File: config.mk
export PLATFORM = sky130hd
export DESIGN_NAME = tmf_sched
export DESIGN_NICKNAME = d
export VERILOG_FILES = /design/src/rtl/tmf_pkg.sv /design/src/rtl/tmf_sched.sv
export SDC_FILE = /design/constraint.sdc
export NUM_CORES = 1
export LEC_CHECK = 0
export BUFFER_PORTS_ARGS = -buffer_cell sky130_fd_sc_hd__buf_4
export CAP_MARGIN = 30
export CORE_AREA = 10 10 129 131
export DETAILED_ROUTE_END_ITERATION = 12
export DIE_AREA = 0 0 139 141
export PLACE_DENSITY = 0.75
export SETUP_SLACK_MARGIN = 0.3
export SLEW_MARGIN = 40
export SYNTH_ARGS = -nofsm -noshare
export SYNTH_HDL_FRONTEND = slang
export SYNTH_SLANG_ARGS = --single-unit
File: constraint.sdc
create_clock -name pclk -period 3.62 [get_ports pclk]
set_clock_uncertainty 0.1 [all_clocks]
set_input_delay 0.724 -clock pclk [delete_from_list [all_inputs] [get_ports pclk]]
set_output_delay 0.724 -clock pclk [all_outputs]
set_load 0.1 [all_outputs]
File: src/rtl/tmf_pkg.sv
// package of constants and types, plus the two-entry output buffer
`default_nettype none
package tmf_pkg;
    // rates and channel layout
    localparam int SYSTEM_CLOCK_MHZ            = 10;
    localparam int PER_CHANNEL_SAMPLE_RATE_KHZ = 3300;
    localparam int KHZ_PER_MHZ                 = 1000;
    localparam int FOLD = (SYSTEM_CLOCK_MHZ * KHZ_PER_MHZ) / PER_CHANNEL_SAMPLE_RATE_KHZ;
    localparam int CHANNEL_TOTAL = 4;
    localparam int DECIM         = 2;
    localparam int DATA_W        = 8;
    localparam int RES_W         = DATA_W + 1;

    // wire counts round up so every channel finds a slot
    localparam int INPUT_WIRE_TOTAL        = (CHANNEL_TOTAL + FOLD - 1) / FOLD;
    localparam int CHANNELS_PER_INPUT_WIRE =
        (CHANNEL_TOTAL + INPUT_WIRE_TOTAL - 1) / INPUT_WIRE_TOTAL;
    localparam int OUT_SLOTS                = FOLD * DECIM;
    localparam int OUTPUT_WIRE_TOTAL        = (CHANNEL_TOTAL + OUT_SLOTS - 1) / OUT_SLOTS;
    localparam int CHANNELS_PER_OUTPUT_WIRE =
        (CHANNEL_TOTAL + OUTPUT_WIRE_TOTAL - 1) / OUTPUT_WIRE_TOTAL;
    localparam int IN_STORE  = INPUT_WIRE_TOTAL * CHANNELS_PER_INPUT_WIRE;
    localparam int OUT_STORE = OUTPUT_WIRE_TOTAL * CHANNELS_PER_OUTPUT_WIRE;
    localparam int STORE_DEPTH = (IN_STORE > OUT_STORE) ? IN_STORE : OUT_STORE;
    localparam int MAX_CPW = (CHANNELS_PER_INPUT_WIRE > CHANNELS_PER_OUTPUT_WIRE) ?
        CHANNELS_PER_INPUT_WIRE : CHANNELS_PER_OUTPUT_WIRE;
    localparam int CHAN_W = (MAX_CPW > 1) ? $clog2(MAX_CPW) : 1;

    // register map
    localparam int ADDR_W = 8;
    localparam logic [ADDR_W-1:0] CTRL_ADDR   = 8'h00;
    localparam logic [ADDR_W-1:0] STATUS_ADDR = 8'h04;
    localparam logic [ADDR_W-1:0] CONFIG_ADDR = 8'h08;
    localparam logic [ADDR_W-1:0] FRAMES_ADDR = 8'h0C;
    localparam int CTRL_ENABLE_BIT   = 0;
    localparam int CTRL_FLUSH_BIT    = 1;
    localparam int STAT_ENABLE_BIT   = 0;
    localparam int STAT_BUSY_BIT     = 1;
    localparam int STAT_MISMATCH_BIT = 2;
    localparam int CFG_CHAN_LSB   = 0;
    localparam int CFG_IWIRE_LSB  = 8;
    localparam int CFG_OWIRE_LSB  = 12;
    localparam int CFG_CPI_LSB    = 16;
    localparam int CFG_CPO_LSB    = 20;
    localparam int CFG_FOLD_LSB   = 24;
    localparam int CFG_BYTE_W     = 8;
    localparam int CFG_NIB_W      = 4;
    localparam logic CTRL_ENABLE_RST = 1'b1;

    typedef enum logic {SEQ_IDLE, SEQ_EMIT} tmf_seq_e;

    typedef struct packed {
        logic [CHAN_W-1:0]                         channel;
        logic [INPUT_WIRE_TOTAL-1:0][DATA_W-1:0]   data;
    } tmf_in_s;

    typedef struct packed {
        logic [CHAN_W-1:0]                         channel;
        logic [OUTPUT_WIRE_TOTAL-1:0][RES_W-1:0]   data;
    } tmf_out_s;
endpackage

// head register plus one spare, so a stalled receiver loses no word
module tmf_buf #(
    parameter int WIDTH = 8
) (
    input  wire logic             clk,
    input  wire logic             rst_n,
    input  wire logic             in_valid,
    output var  logic             in_ready,
    input  wire logic [WIDTH-1:0] in_data,
    output var  logic             out_valid,
    input  wire logic             out_ready,
    output var  logic [WIDTH-1:0] out_data
);
    logic [WIDTH-1:0] head_q, head_d, spare_q, spare_d;
    logic             hv_q, hv_d, sv_q, sv_d;

    always_comb begin
        head_d  = head_q;
        spare_d = spare_q;
        hv_d    = hv_q;
        sv_d    = sv_q;
        if (hv_q && out_ready) begin
            if (sv_q) begin
                head_d = spare_q;
                sv_d   = 1'b0;
            end else begin
                hv_d = 1'b0;
            end
        end
        if (in_valid && !sv_q) begin
            if (!hv_d) begin
                head_d = in_data;
                hv_d   = 1'b1;
            end else begin
                spare_d = in_data;
                sv_d    = 1'b1;
            end
        end
    end

    always_ff @(posedge clk or negedge rst_n) begin
        if (!rst_n) begin
            head_q  <= '0;
            spare_q <= '0;
            hv_q    <= 1'b0;
            sv_q    <= 1'b0;
        end else begin
            head_q  <= head_d;
            spare_q <= spare_d;
            hv_q    <= hv_d;
            sv_q    <= sv_d;
        end
    end

    assign in_ready  = !sv_q;
    assign out_valid = hv_q;
    assign out_data  = head_q;
endmodule
`default_nettype wire

File: src/rtl/tmf_sched.sv
// tdm multichannel scheduler: input serializer, per-wire datapaths, output deserializer
//
// Local design decisions: the placing of the registers and the APB register port.
`default_nettype none
module tmf_sched
    import tmf_pkg::*;
(
    input  wire logic              pclk,
    input  wire logic              presetn,
    input  wire logic              psel,
    input  wire logic              penable,
    input  wire logic              pwrite,
    input  wire logic [ADDR_W-1:0] paddr,
    input  wire logic [31:0]       pwdata,
    output var  logic [31:0]       prdata,
    output var  logic              pready,
    output var  logic              pslverr,
    input  wire logic              in_valid,
    output var  logic              in_ready,
    input  wire tmf_in_s           in_word,
    output var  logic              out_valid,
    input  wire logic              out_ready,
    output var  tmf_out_s          out_word
);
    // register state
    logic        pready_q, pready_d;
    logic        pslverr_q, pslverr_d;
    logic [31:0] prdata_q, prdata_d;
    logic        enable_q, enable_d;
    logic        flush_q, flush_d;
    logic        clr_mismatch;
    logic        wr_access;

    // stream state
    logic [CHAN_W-1:0] islot_q, islot_d;
    logic [CHAN_W-1:0] oslot_q, oslot_d;
    logic              keep_q, keep_d;
    tmf_seq_e          seq_q, seq_d;
    logic              in_ready_q, in_ready_d;
    logic              mismatch_q, mismatch_d;
    logic [31:0]       frames_q, frames_d;
    logic [DATA_W-1:0] hist_q [STORE_DEPTH];
    logic [DATA_W-1:0] hist_d [STORE_DEPTH];
    logic [RES_W-1:0]  res_q  [STORE_DEPTH];
    logic [RES_W-1:0]  res_d  [STORE_DEPTH];

    logic              take;
    logic              emit;
    logic              buf_in_ready;
    logic              frame_last;
    tmf_out_s          emit_word;
    logic [INPUT_WIRE_TOTAL-1:0][RES_W-1:0] lane_sum;

    // ---------------- apb slave, one wait state ----------------
    assign wr_access = psel && penable && pready_q && pwrite;

    always_comb begin
        pready_d     = psel && penable && !pready_q;
        pslverr_d    = 1'b0;
        prdata_d     = prdata_q;
        enable_d     = enable_q;
        flush_d      = 1'b0;
        clr_mismatch = 1'b0;
        if (psel && penable && !pready_q) begin
            prdata_d = '0;
            unique case (paddr)
                CTRL_ADDR: begin
                    prdata_d[CTRL_ENABLE_BIT] = enable_q;
                end
                STATUS_ADDR: begin
                    prdata_d[STAT_ENABLE_BIT]   = enable_q;
                    prdata_d[STAT_BUSY_BIT]     = (seq_q == SEQ_EMIT);
                    prdata_d[STAT_MISMATCH_BIT] = mismatch_q;
                end
                CONFIG_ADDR: begin
                    prdata_d[CFG_CHAN_LSB +: CFG_BYTE_W]  = CFG_BYTE_W'(CHANNEL_TOTAL);
                    prdata_d[CFG_IWIRE_LSB +: CFG_NIB_W]  = CFG_NIB_W'(INPUT_WIRE_TOTAL);
                    prdata_d[CFG_OWIRE_LSB +: CFG_NIB_W]  = CFG_NIB_W'(OUTPUT_WIRE_TOTAL);
                    prdata_d[CFG_CPI_LSB +: CFG_NIB_W]    =
                        CFG_NIB_W'(CHANNELS_PER_INPUT_WIRE);
                    prdata_d[CFG_CPO_LSB +: CFG_NIB_W]    =
                        CFG_NIB_W'(CHANNELS_PER_OUTPUT_WIRE);
                    prdata_d[CFG_FOLD_LSB +: CFG_BYTE_W]  = CFG_BYTE_W'(FOLD);
                end
                FRAMES_ADDR: begin
                    prdata_d = frames_q;
                end
                default: begin
                    pslverr_d = 1'b1;
                end
            endcase
        end
        // writes land on the completing edge only
        if (wr_access) begin
            if (paddr == CTRL_ADDR) begin
                enable_d = pwdata[CTRL_ENABLE_BIT];
                flush_d  = pwdata[CTRL_FLUSH_BIT];
            end
            if (paddr == STATUS_ADDR) begin
                clr_mismatch = pwdata[STAT_MISMATCH_BIT];
            end
        end
    end

    always_ff @(posedge pclk or negedge presetn) begin
        if (!presetn) begin
            pready_q  <= 1'b0;
            pslverr_q <= 1'b0;
            prdata_q  <= '0;
            enable_q  <= CTRL_ENABLE_RST;
            flush_q   <= 1'b0;
        end else begin
            pready_q  <= pready_d;
            pslverr_q <= pslverr_d;
            prdata_q  <= prdata_d;
            enable_q  <= enable_d;
            flush_q   <= flush_d;
        end
    end

    assign pready  = pready_q;
    assign pslverr = pslverr_q;
    assign prdata  = prdata_q;

    // ---------------- shared datapath, one per input wire ----------------
    // each lane is a 2-tap sum reused across every slot of its wire
    for (genvar w = 0; w < INPUT_WIRE_TOTAL; w++) begin : g_lane
        localparam int BASE = w * CHANNELS_PER_INPUT_WIRE;
        logic [DATA_W-1:0] prev;
        always_comb begin
            prev = '0;
            for (int s = 0; s < CHANNELS_PER_INPUT_WIRE; s++) begin
                if (islot_q == CHAN_W'(s)) begin
                    prev = hist_q[BASE + s];
                end
            end
        end
        assign lane_sum[w] = RES_W'(in_word.data[w]) + RES_W'(prev);
    end

    // ---------------- serializer in, deserializer out ----------------
    assign take = in_valid && in_ready_q;
    assign emit = (seq_q == SEQ_EMIT);

    always_comb begin
        islot_d    = islot_q;
        oslot_d    = oslot_q;
        keep_d     = keep_q;
        seq_d      = seq_q;
        hist_d     = hist_q;
        res_d      = res_q;
        if (take) begin
            for (int w = 0; w < INPUT_WIRE_TOTAL; w++) begin
                hist_d[w * CHANNELS_PER_INPUT_WIRE + int'(islot_q)] = in_word.data[w];
                if (keep_q) begin
                    res_d[w * CHANNELS_PER_INPUT_WIRE + int'(islot_q)] = lane_sum[w];
                end
            end
            if (islot_q == CHAN_W'(CHANNELS_PER_INPUT_WIRE - 1)) begin
                islot_d = '0;
                keep_d  = !keep_q;
                if (keep_q) begin
                    seq_d   = SEQ_EMIT;
                    oslot_d = '0;
                end
            end else begin
                islot_d = islot_q + 1'b1;
            end
        end
        if (emit && buf_in_ready) begin
            if (oslot_q == CHAN_W'(CHANNELS_PER_OUTPUT_WIRE - 1)) begin
                seq_d    = SEQ_IDLE;
            end else begin
                oslot_d = oslot_q + 1'b1;
            end
        end
        if (flush_q) begin
            islot_d = '0;
            keep_d  = 1'b0;
            for (int i = 0; i < STORE_DEPTH; i++) begin
                hist_d[i] = '0;
            end
        end
    end

    always_ff @(posedge pclk or negedge presetn) begin
        if (!presetn) begin
            islot_q    <= '0;
            oslot_q    <= '0;
            keep_q     <= 1'b0;
            seq_q      <= SEQ_IDLE;
            for (int i = 0; i < STORE_DEPTH; i++) begin
                hist_q[i] <= '0;
                res_q[i]  <= '0;
            end
        end else begin
            islot_q    <= islot_d;
            oslot_q    <= oslot_d;
            keep_q     <= keep_d;
            seq_q      <= seq_d;
            for (int i = 0; i < STORE_DEPTH; i++) begin
                hist_q[i] <= hist_d[i];
                res_q[i]  <= res_d[i];
            end
        end
    end

    // ---------------- source back-pressure ----------------
    // hold off the source rather than overwrite results still leaving
    // decided from next-state values so the registered ready does not lag a frame end
    always_comb begin
        in_ready_d = enable_d && !(keep_d && seq_d == SEQ_EMIT);
    end

    always_ff @(posedge pclk or negedge presetn) begin
        if (!presetn) begin
            in_ready_q <= 1'b0;
        end else begin
            in_ready_q <= in_ready_d;
        end
    end

    assign in_ready = in_ready_q;

    // ---------------- sticky source-index mismatch ----------------
    always_comb begin
        mismatch_d = mismatch_q;
        if (clr_mismatch) begin
            mismatch_d = 1'b0;
        end
        // only taken words are compared: the index is a don't-care while valid is low
        // placed after the clear so a same-cycle set wins
        if (take && in_word.channel != islot_q) begin
            mismatch_d = 1'b1;
        end
    end

    always_ff @(posedge pclk or negedge presetn) begin
        if (!presetn) begin
            mismatch_q <= 1'b0;
        end else begin
            mismatch_q <= mismatch_d;
        end
    end

    // ---------------- emitted frame counter ----------------
    // counts frames handed to the buffer, not frames the consumer has taken
    assign frame_last = emit && buf_in_ready
        && oslot_q == CHAN_W'(CHANNELS_PER_OUTPUT_WIRE - 1);

    always_comb begin
        frames_d = frames_q;
        if (frame_last) begin
            frames_d = frames_q + 32'h0000_0001;
        end
    end

    always_ff @(posedge pclk or negedge presetn) begin
        if (!presetn) begin
            frames_q <= '0;
        end else begin
            frames_q <= frames_d;
        end
    end

    // output word: channel o*cpo+slot sits on wire o at slot position
    always_comb begin
        emit_word.channel = oslot_q;
        for (int o = 0; o < OUTPUT_WIRE_TOTAL; o++) begin
            emit_word.data[o] =
                res_q[o * CHANNELS_PER_OUTPUT_WIRE + int'(oslot_q)];
        end
    end

    tmf_buf #(
        .WIDTH ($bits(tmf_out_s))
    ) u_buf (
        .clk       (pclk),
        .rst_n     (presetn),
        .in_valid  (emit),
        .in_ready  (buf_in_ready),
        .in_data   (emit_word),
        .out_valid (out_valid),
        .out_ready (out_ready),
        .out_data  (out_word)
    );
endmodule
`default_nettype wire

# Yosys cells after proc, flatten, opt, wreduce, memory -nomap -nowiden
# Index checks and enable logic that the tools add are counted.
# Widths: inputs -> output; s select.
[op_classes]
n_addsub = 6
n_lt_le_gt_ge = 5
n_eq_ne = 6
mux = 63
bitwise = 3
reduce_logical = 24
[op_table]
columns = ["operator", "count"]
rows = [
  ["$mux 36", 3],
  ["$ge 32x3->1 const B", 3],
  ["$bwmux 36", 2],
  ["$bwmux 32", 2],
  ["$lt 32x1->1 const B", 2],
  ["$mux 32", 2],
  ["$not 2->32", 2],
  ["$pmux 29 s2", 1],
  ["$mux 8", 6],
  ["$mux 11", 4],
  ["$demux 9 s2", 2],
  ["$mux 9", 4],
  ["$add 32x1->32 const B", 1],
  ["$demux 8 s2", 2],
  ["$not 3->32", 1],
  ["$mux 1", 24],
  ["$add 8x8->9", 2],
  ["$bmux 9 s2", 1],
  ["$eq 8x4->1 const B", 2],
  ["$mux 2", 8],
  ["$logic_and 1x1->1", 13],
  ["$eq 8x3->1 const B", 1],
  ["$logic_not 8->1", 1],
  ["$pmux 2 s3", 1],
  ["12 further kinds", 17],
]
[totals]
ff_bits = 168
inputBits = 65
out_inout_bits = 47
word_cells = 131

# Longest topological paths before layout
[logic_depth]
depth_word = 10
mapped_depth = 13
mapped_depth_nobuf = 11

# Hierarchy
# A second synthesis with hierarchy kept.
[hier_totals]
hier_cells = 776
hier_area_um2 = 8181.6
[modules_own_cells]
columns = ["mod", "n_inst", "cells_per_inst", "area_each_um2"]
rows = [
  ["tmf_sched", 1, 679, 7089.3],
  ["tmf_buf", 1, 97, 1092.3],
]

# Least setup slack after synthesis
# No wires, ideal clock.
[synth_path]
kind = "reg2reg"
from = "register islot_q[1]"
to = "register res_q[8] in the netlist's numbering"
setup_ns = 0.130
t_arrival_ns = 3.015
required_time_ns = 3.390
setup_slack_ns = 0.375
stages_incl_launch_ff = 13
n_path_buf = 3
cell_sequence = "dfrtp_1 > clkbuf_1 > clkbuf_1 > buf_1 > nor2_1 > ha_1 > fa_1 > a211oi_1 > o21ai_0 > a21o_1 > a21oi_1 > and2_1 > o31ai_1"
[synth_between]
elab_chain_cells = 10
[synth_rtl]
columns = ["item", "line", "source"]
rows = [
  ["start, declared", "tmf_sched.sv:35", "logic [CHAN_W-1:0] islot_q, islot_d;"],
  ["start signal, assigned", "tmf_sched.sv:197", "islot_q <= islot_d;"],
  ["$not 2->32 (implied by the code)", "tmf_sched.sv:156", "res_d[w * CHANNELS_PER_INPUT_WIRE + int'(islot_q)] = lane_sum[w];"],
  ["$ge 32x3->1 (implied by the code) / $lt 32x1->1 (equally long branches)", "tmf_sched.sv:156", ""],
  ["$logic_and 1x1->1 (implied by the code)", "tmf_sched.sv:156", ""],
  ["$mux 9 (implied by the code)", "tmf_sched.sv:156", ""],
  ["$demux 9 s2", "tmf_sched.sv:156", ""],
  ["$bwmux 36", "tmf_sched.sv:156", ""],
  ["$mux 36", "tmf_sched.sv:155", "if (keep_q) begin"],
  ["$mux 36", "tmf_sched.sv:152", "if (take) begin"],
  ["$bwmux 36", "tmf_sched.sv:156", ""],
  ["$mux 36 (*)", "tmf_sched.sv:155", ""],
  ["end signal, assigned by index", "tmf_sched.sv:203", "res_q[i] <= res_d[i];"],
  ["end, declared", "tmf_sched.sv:44", "logic [RES_W-1:0] res_q [STORE_DEPTH];"],
]
# Every way passes the cells marked *; elsewhere a longest branch is shown, timed or not. The select of a mux whose other input is x is not followed.
# A chain may end at the register's enable or synchronous reset.

# Final worst setup path
[layout_path]
from = "register islot_q[0]"
to = "register res_q[17] in the netlist's numbering"
# The elaborated chain is that of the path after synthesis.

==> summary.txt <==
status - completed
Die ar. - 0.01960 mm^2
Max Clock Freq - 0.3270 GHz
simple-gate area share of the yosys netlist - 13.87%
die width - 139 um
slew margin rel. - 48.12%
gr usage total - 18.75%
non-filler cells, final - 1022
CTS tree - built
final core occ - 66.20%
Num CTS Buffers - 17
clk buf depth - 2
max cap viols - 0
Post-Synth Adder-Cell Area - 3.352%
first-pass GRT wire length - 30680 um
die height - 141 um
Area after DPL - 0.008728 mm^2
worst slew pin tran - 0.7723 ns
CTS Root Cell - clkbuf_16
Tmin final - 3.058 ns
Placed Cells - 990
Core ar. - 0.01420 mm^2
WL final - 18330 um
Final WS setup - 0.5620 ns
Hold Crit Class - input pin to asynchronous set/reset pin
cell with the most instances after synthesis - dfrtp_1
final period utilization - 84.47%
largest net degree at the start of global routing - 82
Std-Cell Rows - 44
worst reg2reg path depth - 12
overall power - 4.055 mW
port bufs - 82
multiplexer area fraction after synthesis - 9.788%
Hold Fails Final Rpt - 0
crit path DAT - 3.25 ns
main area contributors after synthesis - dfrtp_1, nand2_1, mux2i_1
post-cts sizing count - 0
wire length per cell - 17.93 um
largest family of logic cells by synthesized area - simple AND/OR/NAND/NOR gates
vias in the first global route - 6105
Finish-stage setup viols - 0
Final ANT Viol Nets - 0
Detailed Routing Iterations Pass 1 - 5
drt via density - 5.753
# IOs - 112
Most used DFF post-synth - dfrtp_1
RSZ-0062 raised after global routing - no
RD Place Congestion - 0.8396
Yosys reg bits - 168
fin area - 0.009403 mm^2
area leader, netlist - dfrtp_1
Reg2Reg Setup Slack - 0.56 ns
Diodes inserted - 0
Worst-Skew Late Latency - 0.43 ns
Synth Cell Area - 0.007913 mm^2
detailed placement HPWL - 12980 um
# DRC - 0
clock sinks - 168
H-tree levels - 4
Mapped Avg Cell Area - 10.62 um^2
Power per Cell Area - 431.2 mW/mm^2
Layout area overhead - 18.83%
Post-CTS Setup Inserts - 0
Max rail drop VDD - 0.0002984 V
final hold slack - 0.1948 ns
Commonest cells post-synth - dfrtp_1, nand2_1, o21ai_0, nor2_1, mux2i_1
post-synthesis compound-gate area fraction - 12.51%
Starting Density - 55.71%
Synth top area share - 52.81%
Vias - 5880
Setup crit start kind - register
Synth cell types - 51
total grt overflow - 0
Post-synth EDFFs - 0
sequential area share after synthesis - 53.15%
fraction of layout cells with a size suffix above 1 - 19.81%
initial antenna violation count - 0
CP required - 3.81 ns
RR Endpoint - res_q[17]
Lkg Pwr - 4.536 nW
Post-Synth XOR/XNOR Area - 4.870%
async set-or-reset flop fraction in the synthesized netlist - 100.0%
setup TNS - 0 ns
Warnings, synthesis - 0
nets - 911
Critical Path Sink Type - register
RR Startpoint - islot_q[0]
syn_nets - 830
Post-Syn Instances - 745
Setup CP Type - register to register
max-slew violation count - 0
DP Worst Slack - 0.6039 ns
DR iter-0 viols - 494
Reg clk slew, reported paths - 0.07 ns
Post-CTS Hold Buffers - 0
worst-path maximum fanout - 15
==> critical path, cell delays in order, from the launching register on <==
cell and delay, ns:
dfrtp_1 0.63, buf_12 0.23, mux2i_1 0.22, nor2_1 0.07, ha_1 0.22, inv_1 0.07, fa_1 0.20, nor2b_1 0.05
o21ai_0 0.20, nand2_1 0.13, a221o_1 0.37, a211oi_1 0.31, o31ai_1 0.10
==> power breakdown <==
| part | internal (mW) | switching, mW |
|---|---|---|
| sequential | 1.88 | 0.00530 |
| clock | 1.23 | 0.761 |
| combinational | 0.0611 | 0.116 |
==> registers in the layout, indices dropped and copies added (netlist names), 2 cells and up <==
name,count
u_buf.spare_q,11
oslot_q,2
frames_q,32
res_q,36
islot_q,2
hist_q,32
u_buf.out_data,11
prdata,32
==> final cells by class <==
cell class              instances  area, um^2
multi-input cells             530        3515
inverters                      13       48.80
fillers                      1055        4801
clock buffers                  17       425.4
clock inverters                14       221.5
repair buffers                 96       757.0
flip-flops and latches        168        4205
well taps                     184       230.2
==> layer usage <==
metal  vias to the layer above  GRT usage (%)  share of wire [%]
met1                      2908          23.97                 44
met2                       174          30.40                 50
met3                        28          4.669                4.5
met5                         -              0                  0
met4                         0          6.535                1.9
li1                       2770              -                  -
==> worst max-delay path by stage <==
stage / from / slack, ns / end / cells past startpoint
2_1_floorplan: islot_q[1] / 0.38 / res_q[8] / 12
3_3_place_gp: islot_q[0] / 0.68 / res_q[17] / 12
3_5_place_dp: islot_q[0] / 0.60 / res_q[17] / 10
4_1_cts: islot_q[0] / 0.58 / res_q[8] / 12
5_1_grt: islot_q[0] / 0.32 / res_q[17] / 12
6_report: islot_q[0] / 0.56 / res_q[17] / 12
==> placed cells by master, fill, tap and decap left out, drive strengths merged, types with 3 or more instances in the layout <==
cell type and n:
a211oi 14, a21o 5, a21oi 30, a22o 23
a31oi 3, and2 5, and3 7, buf 96
bufinv 5, clkbuf 17, clkinv 5, dfrtp 167
ha 18, inv 15, mux2 17, mux2i 38
mux4 9, nand2 139, nand3 14, nand4 5
nor2 49, nor2b 7, nor3 8, o21ai 53
o31ai 18, or2 3, xnor2 27, xor2 17
==> kinds of logic after synthesis <==
group	Yosys count
simple gates	246
flops	168
compound gates	156
mux	64
buf+inv	47
xor+xnor	44
fa+ha+maj	20
No activity file was read; power rests on OpenSTA's default activity.
